File: src/rtl/ppi_map.svh
// register offsets, field positions, reset values and timing counts of the
// port power-down / interrupt pin logic; included by bare name
`ifndef PPI_MAP_SVH
`define PPI_MAP_SVH

// management register offsets (5-bit register address)
`define PPI_OFS_BASIC_MODE_CONTROL 5'h00
`define PPI_OFS_INTERRUPT_CONTROL 5'h11
`define PPI_OFS_INTERRUPT_STATUS_AND_MASK 5'h12
`define PPI_OFS_ENERGY_SENSE_CONTROL 5'h1D

// basic mode control fields
`define PPI_BMC_POWER_DOWN_BIT 11

// interrupt control fields
`define PPI_ICTL_OUTPUT_SELECT_BIT 0
`define PPI_ICTL_IRQ_GLOBAL_ENABLE_BIT 1
`define PPI_ICTL_USED_MASK 16'h0003

// status/mask layout: enables in [7:0], pending flags in [15:8]
`define PPI_SRC_LINK_CHANGE 5
`define PPI_SRC_ENERGY_CHANGE 6

// energy sense control fields
`define PPI_ESC_ENABLE_BIT 15
`define PPI_ESC_LOW_POWER_BIT 0
`define PPI_ESC_TX_WAKE_BIT 1
`define PPI_ESC_WRITE_MASK 16'h8000

// reset values
`define PPI_RST_BASIC_MODE_CONTROL 16'h0000
`define PPI_RST_INTERRUPT_CONTROL 16'h0000
`define PPI_RST_IRQ_ENABLES 8'h00
`define PPI_RST_ENERGY_SENSE_CONTROL 16'h0000

// timing, in the clock period and in nanoseconds
`define PPI_CLK_PERIOD_NS 10
`define PPI_ED_QUIET_NS 1000000
`define PPI_ED_PULSE_PERIOD_NS 1000000
`define PPI_ED_PULSE_WIDTH_NS 100
`define PPI_ED_WAKE_NS 10000
// least times round up, none below one cycle
`define PPI_ED_QUIET_CYC ((`PPI_ED_QUIET_NS + `PPI_CLK_PERIOD_NS - 1) / `PPI_CLK_PERIOD_NS)
`define PPI_ED_PULSE_PERIOD_CYC \
  ((`PPI_ED_PULSE_PERIOD_NS + `PPI_CLK_PERIOD_NS - 1) / `PPI_CLK_PERIOD_NS)
`define PPI_ED_PULSE_WIDTH_CYC \
  ((`PPI_ED_PULSE_WIDTH_NS + `PPI_CLK_PERIOD_NS - 1) / `PPI_CLK_PERIOD_NS)
`define PPI_ED_WAKE_CYC ((`PPI_ED_WAKE_NS + `PPI_CLK_PERIOD_NS - 1) / `PPI_CLK_PERIOD_NS)

`endif

File: src/rtl/ppi_pkg.sv
// types shared by the port power-down / interrupt pin logic
// assumes nothing beyond a SystemVerilog compiler
package ppi_pkg;

  // energy-detect low-power sequencer states
  typedef enum logic [1:0] {
    PPI_ED_ACTIVE = 2'b00, // normal operation, watching for a quiet line
    PPI_ED_SLEEP = 2'b01,  // low power, monitoring the line
    PPI_ED_PULSE = 2'b10,  // transmitter briefly woken for a pulse
    PPI_ED_WAKE = 2'b11    // normal power-up sequence running
  } ppi_ed_state_t;

  typedef logic [15:0] ppi_word_t; // one management register
  typedef logic [4:0] ppi_addr_t;  // management register address

endpackage

File: src/rtl/ppi_sync2.sv
// two-flip-flop synchroniser for levels arriving from outside the clock
// assumes a synchronous active-low reset and a constant reset level
`timescale 1ns/1ps
module ppi_sync2 #(
  parameter int WIDTH = 1,
  parameter logic [WIDTH-1:0] RESET_VALUE = '0
) (
  input wire logic clk,
  input wire logic rst_n,
  input wire logic [WIDTH-1:0] async_in,
  output logic [WIDTH-1:0] sync_out
);

  logic [WIDTH-1:0] meta_q; // first stage, read only by the second

  // both stages reset to a constant; only the second stage looks at meta_q
  always_ff @(posedge clk) begin
    if (!rst_n) begin
      meta_q <= RESET_VALUE;
      sync_out <= RESET_VALUE;
    end else begin
      meta_q <= async_in;
      sync_out <= meta_q;
    end
  end

endmodule

File: src/rtl/ppi_port.sv
// one port's shared power-down / interrupt pin logic with its management
// registers and the energy-detect low-power sequencer
// assumes register strobes from the management interface on CLK_SYS, an
// external weak pull-up on the pin, and one instance per port
//
// Summary of operation
// after reset pin is power-down input
// output-select bit makes pin active-low interrupt
// each port has its own pin
// pin low as input means port power-down
// pulled-low pin gives power-down from initialisation
// registers work while down; output-select releases
// wired-OR host checks every port's status
// all interrupt sources masked after reset
// pin signals only with global enable and mask
// enabled event drives pin low immediately; here the pin falls at the edge that latches the event
// upper status byte shows pending sources
// status read clears all pending flags
// host writes 0003h to interrupt control
// 0060h enables link and energy-change interrupts
// quiet line keeps low power; activity powers up
// low power periodically wakes transmitter for pulses
// energy sense control register at 1Dh
// pending flag stays until status read
`timescale 1ns/1ps
`include "ppi_map.svh"
module ppi_port #(
  parameter int QUIET_CYC = `PPI_ED_QUIET_CYC,             // quiet time before sleep
  parameter int PULSE_PERIOD_CYC = `PPI_ED_PULSE_PERIOD_CYC, // spacing of wake pulses
  parameter int PULSE_WIDTH_CYC = `PPI_ED_PULSE_WIDTH_CYC,   // length of a wake pulse
  parameter int WAKE_CYC = `PPI_ED_WAKE_CYC                  // power-up sequence length
) (
  input wire logic CLK_SYS,
  input wire logic NRST,
  input wire ppi_pkg::ppi_addr_t REG_ADDR,
  input wire ppi_pkg::ppi_word_t REG_WDATA,
  input wire logic REG_WR,
  input wire logic REG_RD,
  output ppi_pkg::ppi_word_t REG_RDATA,
  input wire logic SLEEP_OR_IRQ_PIN_I,
  output logic SLEEP_OR_IRQ_PIN_O,
  output logic SLEEP_OR_IRQ_PIN_OE,
  input wire logic LINK_STATUS,
  input wire logic LINE_ENERGY,
  input wire logic [7:0] OTHER_EVENTS,
  output logic POWER_DOWN,
  output logic LOW_POWER,
  output logic TX_WAKE
);
  import ppi_pkg::*;

  localparam int CNT_W = 32; // wide enough for every count parameter
  // energy enable reset level, taken from the full register reset word
  localparam ppi_word_t ESC_RST = `PPI_RST_ENERGY_SENSE_CONTROL;

  // register state
  ppi_word_t basic_mode_control_q;  // stored, bit 11 forces power-down
  ppi_word_t interrupt_control_q;   // output select and global enable
  logic [7:0] irq_enables_q;        // lower byte of status/mask
  logic [7:0] pending_q;            // upper byte of status/mask
  logic energy_sense_enable_q;      // energy-detect mode on
  // pin and line inputs after synchronisation
  logic pin_in_s;
  logic line_energy_s;
  // event detection
  logic link_status_q;              // last cycle's link level
  logic low_power_prev_q;           // last cycle's low-power state
  logic [7:0] events;               // one-cycle source events
  // energy-detect sequencer
  ppi_ed_state_t ed_state_q;
  logic [CNT_W-1:0] ed_cnt_q;       // quiet time while active, time in the pulse and wake states
  logic [CNT_W-1:0] pulse_cnt_q;    // time since the last wake pulse

  // true when the strobed address selects the given register
  function automatic logic hit(input ppi_addr_t a, input ppi_addr_t ofs);
    hit = (a == ofs);
  endfunction

  // pin level into the clock domain; resets high like the idle pull-up
  // a strapped pin passes both stages before power-down may act on it
  ppi_sync2 #(
    .WIDTH(1),
    .RESET_VALUE(1'b1)
  ) u_pin_sync (
    .clk(CLK_SYS),
    .rst_n(NRST),
    .async_in(SLEEP_OR_IRQ_PIN_I),
    .sync_out(pin_in_s)
  );

  // analog energy sense is also asynchronous
  ppi_sync2 #(
    .WIDTH(1),
    .RESET_VALUE(1'b0)
  ) u_energy_sync (
    .clk(CLK_SYS),
    .rst_n(NRST),
    .async_in(LINE_ENERGY),
    .sync_out(line_energy_s)
  );

  // basic mode control: plain storage, power-down bit feeds POWER_DOWN
  // other bits are stored for read-back only; they steer nothing here
  always_ff @(posedge CLK_SYS) begin
    if (!NRST) begin
      basic_mode_control_q <= `PPI_RST_BASIC_MODE_CONTROL;
    end else if (REG_WR && hit(REG_ADDR, `PPI_OFS_BASIC_MODE_CONTROL)) begin
      basic_mode_control_q <= REG_WDATA;
    end
  end

  // interrupt control: cleared at reset so the pin starts as an input
  always_ff @(posedge CLK_SYS) begin
    if (!NRST) begin
      interrupt_control_q <= `PPI_RST_INTERRUPT_CONTROL;
    end else if (REG_WR && hit(REG_ADDR, `PPI_OFS_INTERRUPT_CONTROL)) begin
      // only output select and global enable exist; a 0003h write sets both
      interrupt_control_q <= REG_WDATA & `PPI_ICTL_USED_MASK;
    end
  end

  // source enables: lower byte of the status/mask register
  // pending bits in the upper byte are read-only; a write leaves them alone
  always_ff @(posedge CLK_SYS) begin
    if (!NRST) begin
      irq_enables_q <= `PPI_RST_IRQ_ENABLES;
    end else if (REG_WR && hit(REG_ADDR, `PPI_OFS_INTERRUPT_STATUS_AND_MASK)) begin
      // 0060h opens the link-change and energy-change sources
      irq_enables_q <= REG_WDATA[7:0];
    end
  end

  // energy sense control: enable is writable, state bits read back
  // the two status bits are not stored; reads show the live sequencer outputs
  always_ff @(posedge CLK_SYS) begin
    if (!NRST) begin
      energy_sense_enable_q <= ESC_RST[`PPI_ESC_ENABLE_BIT];
    end else if (REG_WR && hit(REG_ADDR, `PPI_OFS_ENERGY_SENSE_CONTROL)) begin
      energy_sense_enable_q <= REG_WDATA[`PPI_ESC_ENABLE_BIT];
    end
  end

  // edge memories for the change events
  // both memories reset to the idle level of their source, so reset itself
  // raises no false change event
  always_ff @(posedge CLK_SYS) begin
    if (!NRST) begin
      link_status_q <= 1'b0;
      low_power_prev_q <= 1'b0;
    end else begin
      link_status_q <= LINK_STATUS;
      low_power_prev_q <= LOW_POWER;
    end
  end

  // collect one-cycle events; link and energy changes join the other sources
  always_comb begin
    events = OTHER_EVENTS;
    events[`PPI_SRC_LINK_CHANGE] = OTHER_EVENTS[`PPI_SRC_LINK_CHANGE] |
                                   (LINK_STATUS ^ link_status_q);
    events[`PPI_SRC_ENERGY_CHANGE] = OTHER_EVENTS[`PPI_SRC_ENERGY_CHANGE] |
                                     (LOW_POWER ^ low_power_prev_q);
  end

  // pending flags: sticky, set only for enabled sources, cleared by a read;
  // a new event in the clearing cycle is kept, so no event is lost
  // a masked source never latches, so enabling it later raises no stale flag
  always_ff @(posedge CLK_SYS) begin
    if (!NRST) begin
      pending_q <= 8'h00;
    end else if (REG_RD && hit(REG_ADDR, `PPI_OFS_INTERRUPT_STATUS_AND_MASK)) begin
      pending_q <= events & irq_enables_q;
    end else begin
      pending_q <= pending_q | (events & irq_enables_q);
    end
  end

  // read data: registered, one cycle after the read strobe
  // a status read returns the flags as they stood before the clearing edge
  always_ff @(posedge CLK_SYS) begin
    if (!NRST) begin
      REG_RDATA <= 16'h0000;
    end else if (REG_RD) begin
      // management reads keep working while the port is powered down
      if (hit(REG_ADDR, `PPI_OFS_BASIC_MODE_CONTROL)) begin
        REG_RDATA <= basic_mode_control_q;
      end else if (hit(REG_ADDR, `PPI_OFS_INTERRUPT_CONTROL)) begin
        REG_RDATA <= interrupt_control_q;
      end else if (hit(REG_ADDR, `PPI_OFS_INTERRUPT_STATUS_AND_MASK)) begin
        REG_RDATA <= {pending_q, irq_enables_q};
      end else if (hit(REG_ADDR, `PPI_OFS_ENERGY_SENSE_CONTROL)) begin
        REG_RDATA <= {energy_sense_enable_q, 13'h0000, TX_WAKE, LOW_POWER};
      end else begin
        REG_RDATA <= 16'h0000; // unmapped addresses read as zero
      end
    end
  end

  // pin driver: an input until output select; then active low interrupt.
  // the flag set and the pin fall share one edge, the fastest a registered
  // output allows; the wired-OR partner port has its own instance
  // limitation: the pin falls at the edge that latches the event, not
  // combinationally; a combinational path would break the registered outputs
  always_ff @(posedge CLK_SYS) begin
    if (!NRST) begin
      SLEEP_OR_IRQ_PIN_OE <= 1'b0;
      SLEEP_OR_IRQ_PIN_O <= 1'b1;
    end else begin
      SLEEP_OR_IRQ_PIN_OE <= interrupt_control_q[`PPI_ICTL_OUTPUT_SELECT_BIT];
      SLEEP_OR_IRQ_PIN_O <= ~(interrupt_control_q[`PPI_ICTL_IRQ_GLOBAL_ENABLE_BIT] &
                              (|(pending_q | (events & irq_enables_q))));
    end
  end

  // power-down: register bit or the pin held low while it is an input.
  // the synchroniser resets high, so a strapped-low pin takes effect three
  // edges after reset release, before any link activity can start
  always_ff @(posedge CLK_SYS) begin
    if (!NRST) begin
      POWER_DOWN <= 1'b0;
    end else begin
      POWER_DOWN <= basic_mode_control_q[`PPI_BMC_POWER_DOWN_BIT] |
                    (~interrupt_control_q[`PPI_ICTL_OUTPUT_SELECT_BIT] & ~pin_in_s);
    end
  end

  // energy-detect sequencer: sleep on a quiet line, pulse periodically,
  // run a power-up sequence on activity
  always_ff @(posedge CLK_SYS) begin
    if (!NRST) begin
      ed_state_q <= PPI_ED_ACTIVE;
      ed_cnt_q <= '0;
      pulse_cnt_q <= '0;
    end else if (!energy_sense_enable_q || POWER_DOWN) begin
      // mode off or port forced down: sequencer parked
      ed_state_q <= PPI_ED_ACTIVE;
      ed_cnt_q <= '0;
      pulse_cnt_q <= '0;
    end else begin
      case (ed_state_q)
        PPI_ED_ACTIVE: begin
          // count quiet cycles; any energy restarts the count
          if (line_energy_s) begin
            ed_cnt_q <= '0;
          end else if (ed_cnt_q >= CNT_W'(QUIET_CYC - 1)) begin
            ed_state_q <= PPI_ED_SLEEP;
            ed_cnt_q <= '0;
            pulse_cnt_q <= '0;
          end else begin
            ed_cnt_q <= ed_cnt_q + 1'b1;
          end
        end
        PPI_ED_SLEEP: begin
          if (line_energy_s) begin
            ed_state_q <= PPI_ED_WAKE;
            ed_cnt_q <= '0;
          end else if (pulse_cnt_q >= CNT_W'(PULSE_PERIOD_CYC - 1)) begin
            ed_state_q <= PPI_ED_PULSE;
            ed_cnt_q <= '0;
            pulse_cnt_q <= '0;
          end else begin
            pulse_cnt_q <= pulse_cnt_q + 1'b1;
          end
        end
        PPI_ED_PULSE: begin
          // the pulse runs out whatever the line does
          if (ed_cnt_q >= CNT_W'(PULSE_WIDTH_CYC - 1)) begin
            ed_state_q <= line_energy_s ? PPI_ED_WAKE : PPI_ED_SLEEP;
            ed_cnt_q <= '0;
          end else begin
            ed_cnt_q <= ed_cnt_q + 1'b1;
          end
        end
        PPI_ED_WAKE: begin
          if (ed_cnt_q >= CNT_W'(WAKE_CYC - 1)) begin
            ed_state_q <= PPI_ED_ACTIVE;
            ed_cnt_q <= '0;
          end else begin
            ed_cnt_q <= ed_cnt_q + 1'b1;
          end
        end
        // unused codes cannot occur; fall back to active if one ever does
        default: begin
          ed_state_q <= PPI_ED_ACTIVE;
          ed_cnt_q <= '0;
        end
      endcase
    end
  end

  // sequencer outputs registered from the state; LOW_POWER flips feed the
  // energy-change interrupt source
  // registering both costs a cycle of lag behind the state but keeps the
  // outputs free of decode glitches for the power switches they steer
  always_ff @(posedge CLK_SYS) begin
    if (!NRST) begin
      LOW_POWER <= 1'b0;
      TX_WAKE <= 1'b0;
    end else begin
      LOW_POWER <= (ed_state_q == PPI_ED_SLEEP) || (ed_state_q == PPI_ED_PULSE);
      TX_WAKE <= (ed_state_q == PPI_ED_PULSE);
    end
  end

endmodule

File: config.mk
export PLATFORM = sky130hd
export DESIGN_NAME = ppi_port
export DESIGN_NICKNAME = d
export VERILOG_FILES = /design/src/rtl/ppi_pkg.sv /design/src/rtl/ppi_sync2.sv /design/src/rtl/ppi_port.sv
export VERILOG_INCLUDE_DIRS = /design/src /design/src/rtl
export SDC_FILE = /design/constraint.sdc
export NUM_CORES = 1
export LEC_CHECK = 0
export ABC_AREA = 0
export CORE_UTILIZATION = 63
export DETAILED_ROUTE_END_ITERATION = 10
export DONT_BUFFER_PORTS = 1
export PLACE_DENSITY = 0.79
export SKIP_LAST_GASP = 1
export SYNTH_ARGS = -nofsm -noshare
export SYNTH_HDL_FRONTEND = slang
export SYNTH_HIERARCHICAL = 1
export SYNTH_SLANG_ARGS = --single-unit
File: constraint.sdc
create_clock -name CLK_SYS -period 3.8 [get_ports CLK_SYS]
set_input_delay 0.19 -clock CLK_SYS [delete_from_list [all_inputs] [get_ports CLK_SYS]]
set_output_delay 0.19 -clock CLK_SYS [all_outputs]
set_load 0.05 [all_outputs]
# [After elaboration in Yosys (flattened, before gate mapping)]
# Index checks and enable logic that the tools add are counted.
[totals] input_bits=36 reg_bits=128 out_inout_bits=21
[op_classes] bitwise_logic=13 n_eq_ne=12 reduce_logical=15 addsub=2 order_cmp=4 n_mux=25
[op_table] op="two-way mux 32 bit" n=10
[op_table] op="case mux 32 bit (4 select lines)" n=1
[op_table] op="adder 32 x 1 -> 32 bit (second input constant)" n=2
[op_table] op=">= comparator 32 x 17 -> 1 bit (second input constant)" n=2
[op_table] op="two-way mux 16 bit" n=4
[op_table] op="case mux 32 bit (2 select lines)" n=1
[op_table] op=">= comparator 32 x 10 -> 1 bit (second input constant)" n=1
[op_table] op=">= comparator 32 x 4 -> 1 bit (second input constant)" n=1
[op_table] op="== test 5 bit (second input constant)" n=3
[op_table] op="two-way mux 2 bit" n=7
[op_table] op="inequality test 2 bit (second input constant)" n=5
[op_table] op="bitwise AND 8 bit" n=1
[op_table] op="two-way mux 8 bit" n=1
[op_table] op="OR 8 bit" n=1
[op_table] op="case mux 2 bit (4 select lines)" n=1
[op_table] op="OR reduction 8 bit" n=1
[op_table] op="logical AND 1 bit" n=5
[op_table] op="logical NOT 5 bit" n=1
[op_table] op="AND reduction 5 bit" n=1
[op_table] op="== test 2 bit (second input constant)" n=2
[op_table] op="inverter 1 bit" n=4
[op_table] op="AND reduction 4 bit" n=1
[op_table] op="inequality test 3 x 2 -> 1 bit (second input constant)" n=1
[op_table] op="OR 1 bit" n=3
[op_table] op="8 further kinds" n=11

# [Depth between registers and ports, before layout]
[depth] depth_word=7 mapped_depth=10 mapped_depth_nobuf=8

# [Cells and area by module]
# Netlist, hierarchy kept.
[modules_own_cells] module="ppi_port" seq_area_each_um2=2482.4 area_each_um2=5466.5 cells_each=631 n_inst=1
[modules_own_cells] module="ppi_sync2" seq_area_each_um2=40.0 area_each_um2=52.6 cells_each=4 n_inst=2

# [Worst setup path before layout]
# Ideal clock, no wire load.
[synth_path] path_type="register -> register" startpoint="reg ed_state_q[1]" endpoint="reg pulse_cnt_q[3]" path_slack_ns=1.393 t_required_ns=3.729 period_less_slack_ns=2.407 setup_ns=0.071 path_buffers=1 t_arrival_ns=2.336 path_stages_with_launch=10 path_cell_list="dfxtp_1 > inv_1 > ha_1 > nor4b_2 > nand4_1 > or3_1 > clkbuf_2 > or2_4 > or4b_1 > a21oi_1"
[synth_between] elab_chain_len=3 elab_cells_between_ends=8 classes_between="eq/ne: 4; mux: 1; reduce/logical: 3"
[synth_lines] item="start: declaration" line="ppi_port.sv:70" text="ppi_ed_state_t ed_state_q;"
[synth_lines] item="start signal: assignment" line="ppi_port.sv:268" text="ed_state_q <= line_energy_s ? PPI_ED_WAKE : PPI_ED_SLEEP;"
[synth_lines] item="== test 2 x 1 -> 1 bit / logical NOT 2 bit (equally long branches)" line="ppi_port.sv:240" text="case (ed_state_q)"
[synth_lines] item="inequality test 2 bit (no source line) / nonzero test 2 bit (equally long branches)"
[synth_lines] item="AND reduction 4 bit (no source line)"
[synth_lines] item="end signal: assignment" line="ppi_port.sv:262" text="pulse_cnt_q <= pulse_cnt_q + 1'b1;"
[synth_lines] item="end: declaration" line="ppi_port.sv:72" text="logic [CNT_W-1:0] pulse_cnt_q;"
# Several ways; a longest one is shown, not always the timed one.
# A chain may end at the register's enable or synchronous reset.

# [Worst setup path in the final report]
# Same ends and word-level chain as after synthesis.

==> impl_metrics.sql <==
INSERT INTO impl_metrics (metric_group, metric, value, unit) VALUES
('global_route', 'grt_use_met1', '36.13', '%'),
('timing', 'slew_violations', '0', ''),
('clock_tree', 'insertion_delay', '0.53', 'ns'),
('detailed_routing', 'route.detailed.wl_per_inst', '18.42', 'um'),
('worst_setup_path', 'setup.worst_path.start_class', 'flip-flop', ''),
('floorplan', 'start_util', '66.47', '%'),
('timing', 'fmax', '346.7', 'MHz'),
('detailed_routing', 'drt.antenna.violating_nets', '0', ''),
('detailed_routing', 'number_of_vias_after_detailed_routing', '5095', ''),
('floorplan', 'io-pin-count', '57', ''),
('global_route', 'grt_util_all_layers', '32.20', '%'),
('worst_setup_path', 'worst_setup_path_type', 'reg2reg', ''),
('pwr', 'leakage', '2.193', 'nW'),
('clock_tree', 'cts.path.max_buffers', '2', ''),
('global_route', 'grt_remaining_overflow', '0', ''),
('synth', 'synthesis.instances', '639', ''),
('timing', 'setup-violations-final', '0', ''),
('floorplan', 'core_area', '0.008382', 'sq mm'),
('synth', 'post_synth_edffs', '0', ''),
('pwr', 'max-vdd-ir-drop', '327.8', 'uV'),
('finish', 'area.growth.synth_to_final', '17.79', '%'),
('place', 'dpl_cell_area', '0.005655', 'sq mm'),
('timing', 'hold_viol', '0', ''),
('detailed_routing', 'postRouteWirelength', '14.50', 'mm'),
('synth', 'syn-num-nets', '684', ''),
('place', 'detailedPlace.worstSlack', '0.9451', 'ns'),
('place', 'gp_congestion', '0.9293', ''),
('synth', 'yosys.area.top_type', 'sky130_fd_sc_hd__dfxtp_1', ''),
('synth', 'post_synth.cell_area_avg', '8.719', 'sq um'),
('global_route', 'grt.met2_usage', '55.67', '%'),
('place', 'numPortBuffers', '0', ''),
('clock_tree', 'worst_setup_hold_path_clk_slew', '0.06', 'ns'),
('synth', 'synth_seq_area_share', '45.99', '%'),
('worst_setup_path', 'critical_path.endpoint_type', 'flip-flop', ''),
('detailed_routing', 'drc', '0', ''),
('synth', 'yosysWarningCount', '6', ''),
('detailed_routing', 'detail_routed_via_count_per_cell', '6.474', ''),
('clock_tree', 'cts.root.buffer_cell', 'sky130_fd_sc_hd__clkbuf_8', ''),
('synth', 'asyncSetResetFlopFracSynth', '0', '%'),
('floorplan', 'floorplan.die.height', '96.04', 'um'),
('synth', 'synth_cell_type_count', '54', ''),
('clock_tree', 'h_tree_lvl_count', '4', ''),
('min_path', 'hp-class', 'in2reg', ''),
('timing', 'final_min_period_over_clock_period', '75.91', '%'),
('timing', 'worst_pin_slew', '0.9332', 'ns'),
('synth', 'synth_top_flop_cell', 'sky130_fd_sc_hd__dfxtp_1', ''),
('status', 'status', 'finished clean', ''),
('pwr', 'power.total', '2.979', 'mW'),
('clock_tree', 'post_cts.repair.setup_buffers', '0', ''),
('worst_setup_path', 'worstPathMaxFanout', '16', ''),
('timing', 'worst_hold_slack', '0.06443', 'ns'),
('synth', 'synth.most_common_cell', 'sky130_fd_sc_hd__dfxtp_1', ''),
('detailed_routing', 'initialDrtViolationCount', '392', ''),
('floorplan', 'die_area', '0.009224', 'sq mm'),
('synth', 'synth_top_cell_area_share', '45.99', '%'),
('global_route', 'antenna_found_initial', '0', ''),
('finish', 'antenna_cells_inserted', '0', ''),
('global_route', 'vias_in_the_first_global_route', '4810', ''),
('global_route', 'grt_start_max_net_pins', '63', ''),
('synth', 'netlist_top_cells_area', 'sky130_fd_sc_hd__dfxtp_1 46%, sky130_fd_sc_hd__nand2_1 5.4%, sky130_fd_sc_hd__nor3_1 4.3%', ''),
('clock_tree', 'cts_tree', 'done', ''),
('synth', 'post_synth_instance_area', '0.005572', 'sq mm'),
('finish', 'layout-drive-gt1-share', '7.185', '%'),
('finish', 'fin_area', '0.006563', 'sq mm'),
('global_route', 'routing_usage_on_met3', '7.978', '%'),
('floorplan', 'chipWidth', '96.04', 'um'),
('run', 'cap_violations', '0', ''),
('detailed_routing', 'drt_pre_antenna_iters', '5', ''),
('global_route', 'gr-max-usage-layer', 'met2', ''),
('worst_setup_path', 'worstPathArrival', '3.34', 'ns'),
('timing', 'fin_worst_skew', '0.01052', 'ns');
==> worst max-delay path: stages, from the launching register on <==
cell and delay (ns):
sky130_fd_sc_hd__dfxtp_1 0.35, sky130_fd_sc_hd__inv_1 0.14, sky130_fd_sc_hd__ha_1 0.21, sky130_fd_sc_hd__nor4b_2 0.22, sky130_fd_sc_hd__nand4_1 0.25, sky130_fd_sc_hd__or3_1 0.66, sky130_fd_sc_hd__or2_4 0.36, sky130_fd_sc_hd__or4b_1 0.48
sky130_fd_sc_hd__a21oi_1 0.15
==> layout by cell type, fill, tap and decap left out, types with 6 or more instances in the layout <==
| master | count |
|---|---|
| sky130_fd_sc_hd__a222oi_1 | 14 |
| sky130_fd_sc_hd__a21boi_0 | 32 |
| sky130_fd_sc_hd__a31oi_1 | 19 |
| sky130_fd_sc_hd__clkbuf_16 | 16 |
| sky130_fd_sc_hd__and4_1 | 6 |
| sky130_fd_sc_hd__a21oi_1 | 35 |
| sky130_fd_sc_hd__nor3_1 | 48 |
| sky130_fd_sc_hd__nand3_1 | 22 |
| sky130_fd_sc_hd__xor2_1 | 10 |
| sky130_fd_sc_hd__nand4_1 | 15 |
| sky130_fd_sc_hd__nand3b_1 | 6 |
| sky130_fd_sc_hd__nand2_1 | 80 |
| sky130_fd_sc_hd__dlygate4sd3_1 | 32 |
| sky130_fd_sc_hd__buf_4 | 7 |
| sky130_fd_sc_hd__nor2b_1 | 20 |
| sky130_fd_sc_hd__o21ai_0 | 18 |
| sky130_fd_sc_hd__ha_1 | 9 |
| sky130_fd_sc_hd__xnor2_1 | 8 |
| sky130_fd_sc_hd__and2_1 | 13 |
| sky130_fd_sc_hd__and3_1 | 16 |
| sky130_fd_sc_hd__inv_1 | 11 |
| sky130_fd_sc_hd__nor2_1 | 34 |
| sky130_fd_sc_hd__dfxtp_1 | 128 |
| sky130_fd_sc_hd__or3_1 | 7 |
| sky130_fd_sc_hd__nor4_1 | 12 |
==> power by group <==
| part | switching (mW) | internal (mW) | total [mW] |
|---|---|---|---|
| Sequential | 0.0104 | 1.35 | 1.36 |
| Clock | 0.661 | 0.884 | 1.55 |
| Combinational | 0.0369 | 0.0381 | 0.0750 |
| Total | 0.708 | 2.27 | 2.98 |
==> layer usage <==
layer	wire (um)	up-vias	part of all wire (%)
met2	7104	221	49
li1	-	2403	-
met1	5790	2424	40
met5	0	-	0
met3	1092	47	7.5
met4	511	0	3.5
==> kinds of logic (layout without fill, tap and decap cells) <==
family	after synthesis	after routing	synth area share, %
AOI/OAI and AO/OA	141	141	17.25
xor gates and xnor gates	18	18	2.830
muxes	5	5	0.8983
and+or+nand+nor	298	298	28.23
buffers and inverters	40	83	2.784
adders and majority gates	9	9	2.021
DFF	128	128	45.99
==> path summary, 6_finish.rpt <==
path	startpoint	end	slack, ns	cells after the start
max	ed_state_q[1]	pulse_cnt_q[3]	0.92	8
min	REG_ADDR[1]	energy_sense_enable_q	0.06	4
max reg2reg	ed_state_q[1]	pulse_cnt_q[3]	0.92	8
min reg2reg	u_pin_sync/meta_q	u_pin_sync/sync_out	0.43	1
==> state kept, by name (all words and copies together), names as in the netlist, 2 cells and up <==
register              count
ed_state_q                2
irq_enables_q             8
interrupt_control_q       2
ed_cnt_q                 32
REG_RDATA                16
pending_q                 8
pulse_cnt_q              32
basic_mode_control_q     16
==> layout make-up <==
class | count | area [sq um]
clock buffers | 17 | 414.1
clock inverters | 15 | 152.6
fillers | 583 | 1819
inverters | 11 | 41.29
multi-input cells | 471 | 2868
flip-flops and latches | 128 | 2562
well taps | 105 | 131.4
repair buffers | 40 | 392.9
==> stage by stage <==
stage | cells | utilization [%]
6_report | 787 | 78.30
5_1_grt | 787 | 78.30
4_1_cts | 787 | 78.30
3_5_place_dp | 722 | 67.47
3_3_place_gp | 722 | 67.47
2_1_floorplan | 639 | -
==> repair_timing <==
| item | CTS | global route |
|---|---|---|
| endpoints found under the setup margin | 0 | 0 |
| hold buffers | 33 | 0 |
| endpoints found under the hold margin | 62 | 0 |
| gates resized for setup | 0 | 0 |
Note: power is estimated with default switching activity, not from simulation.
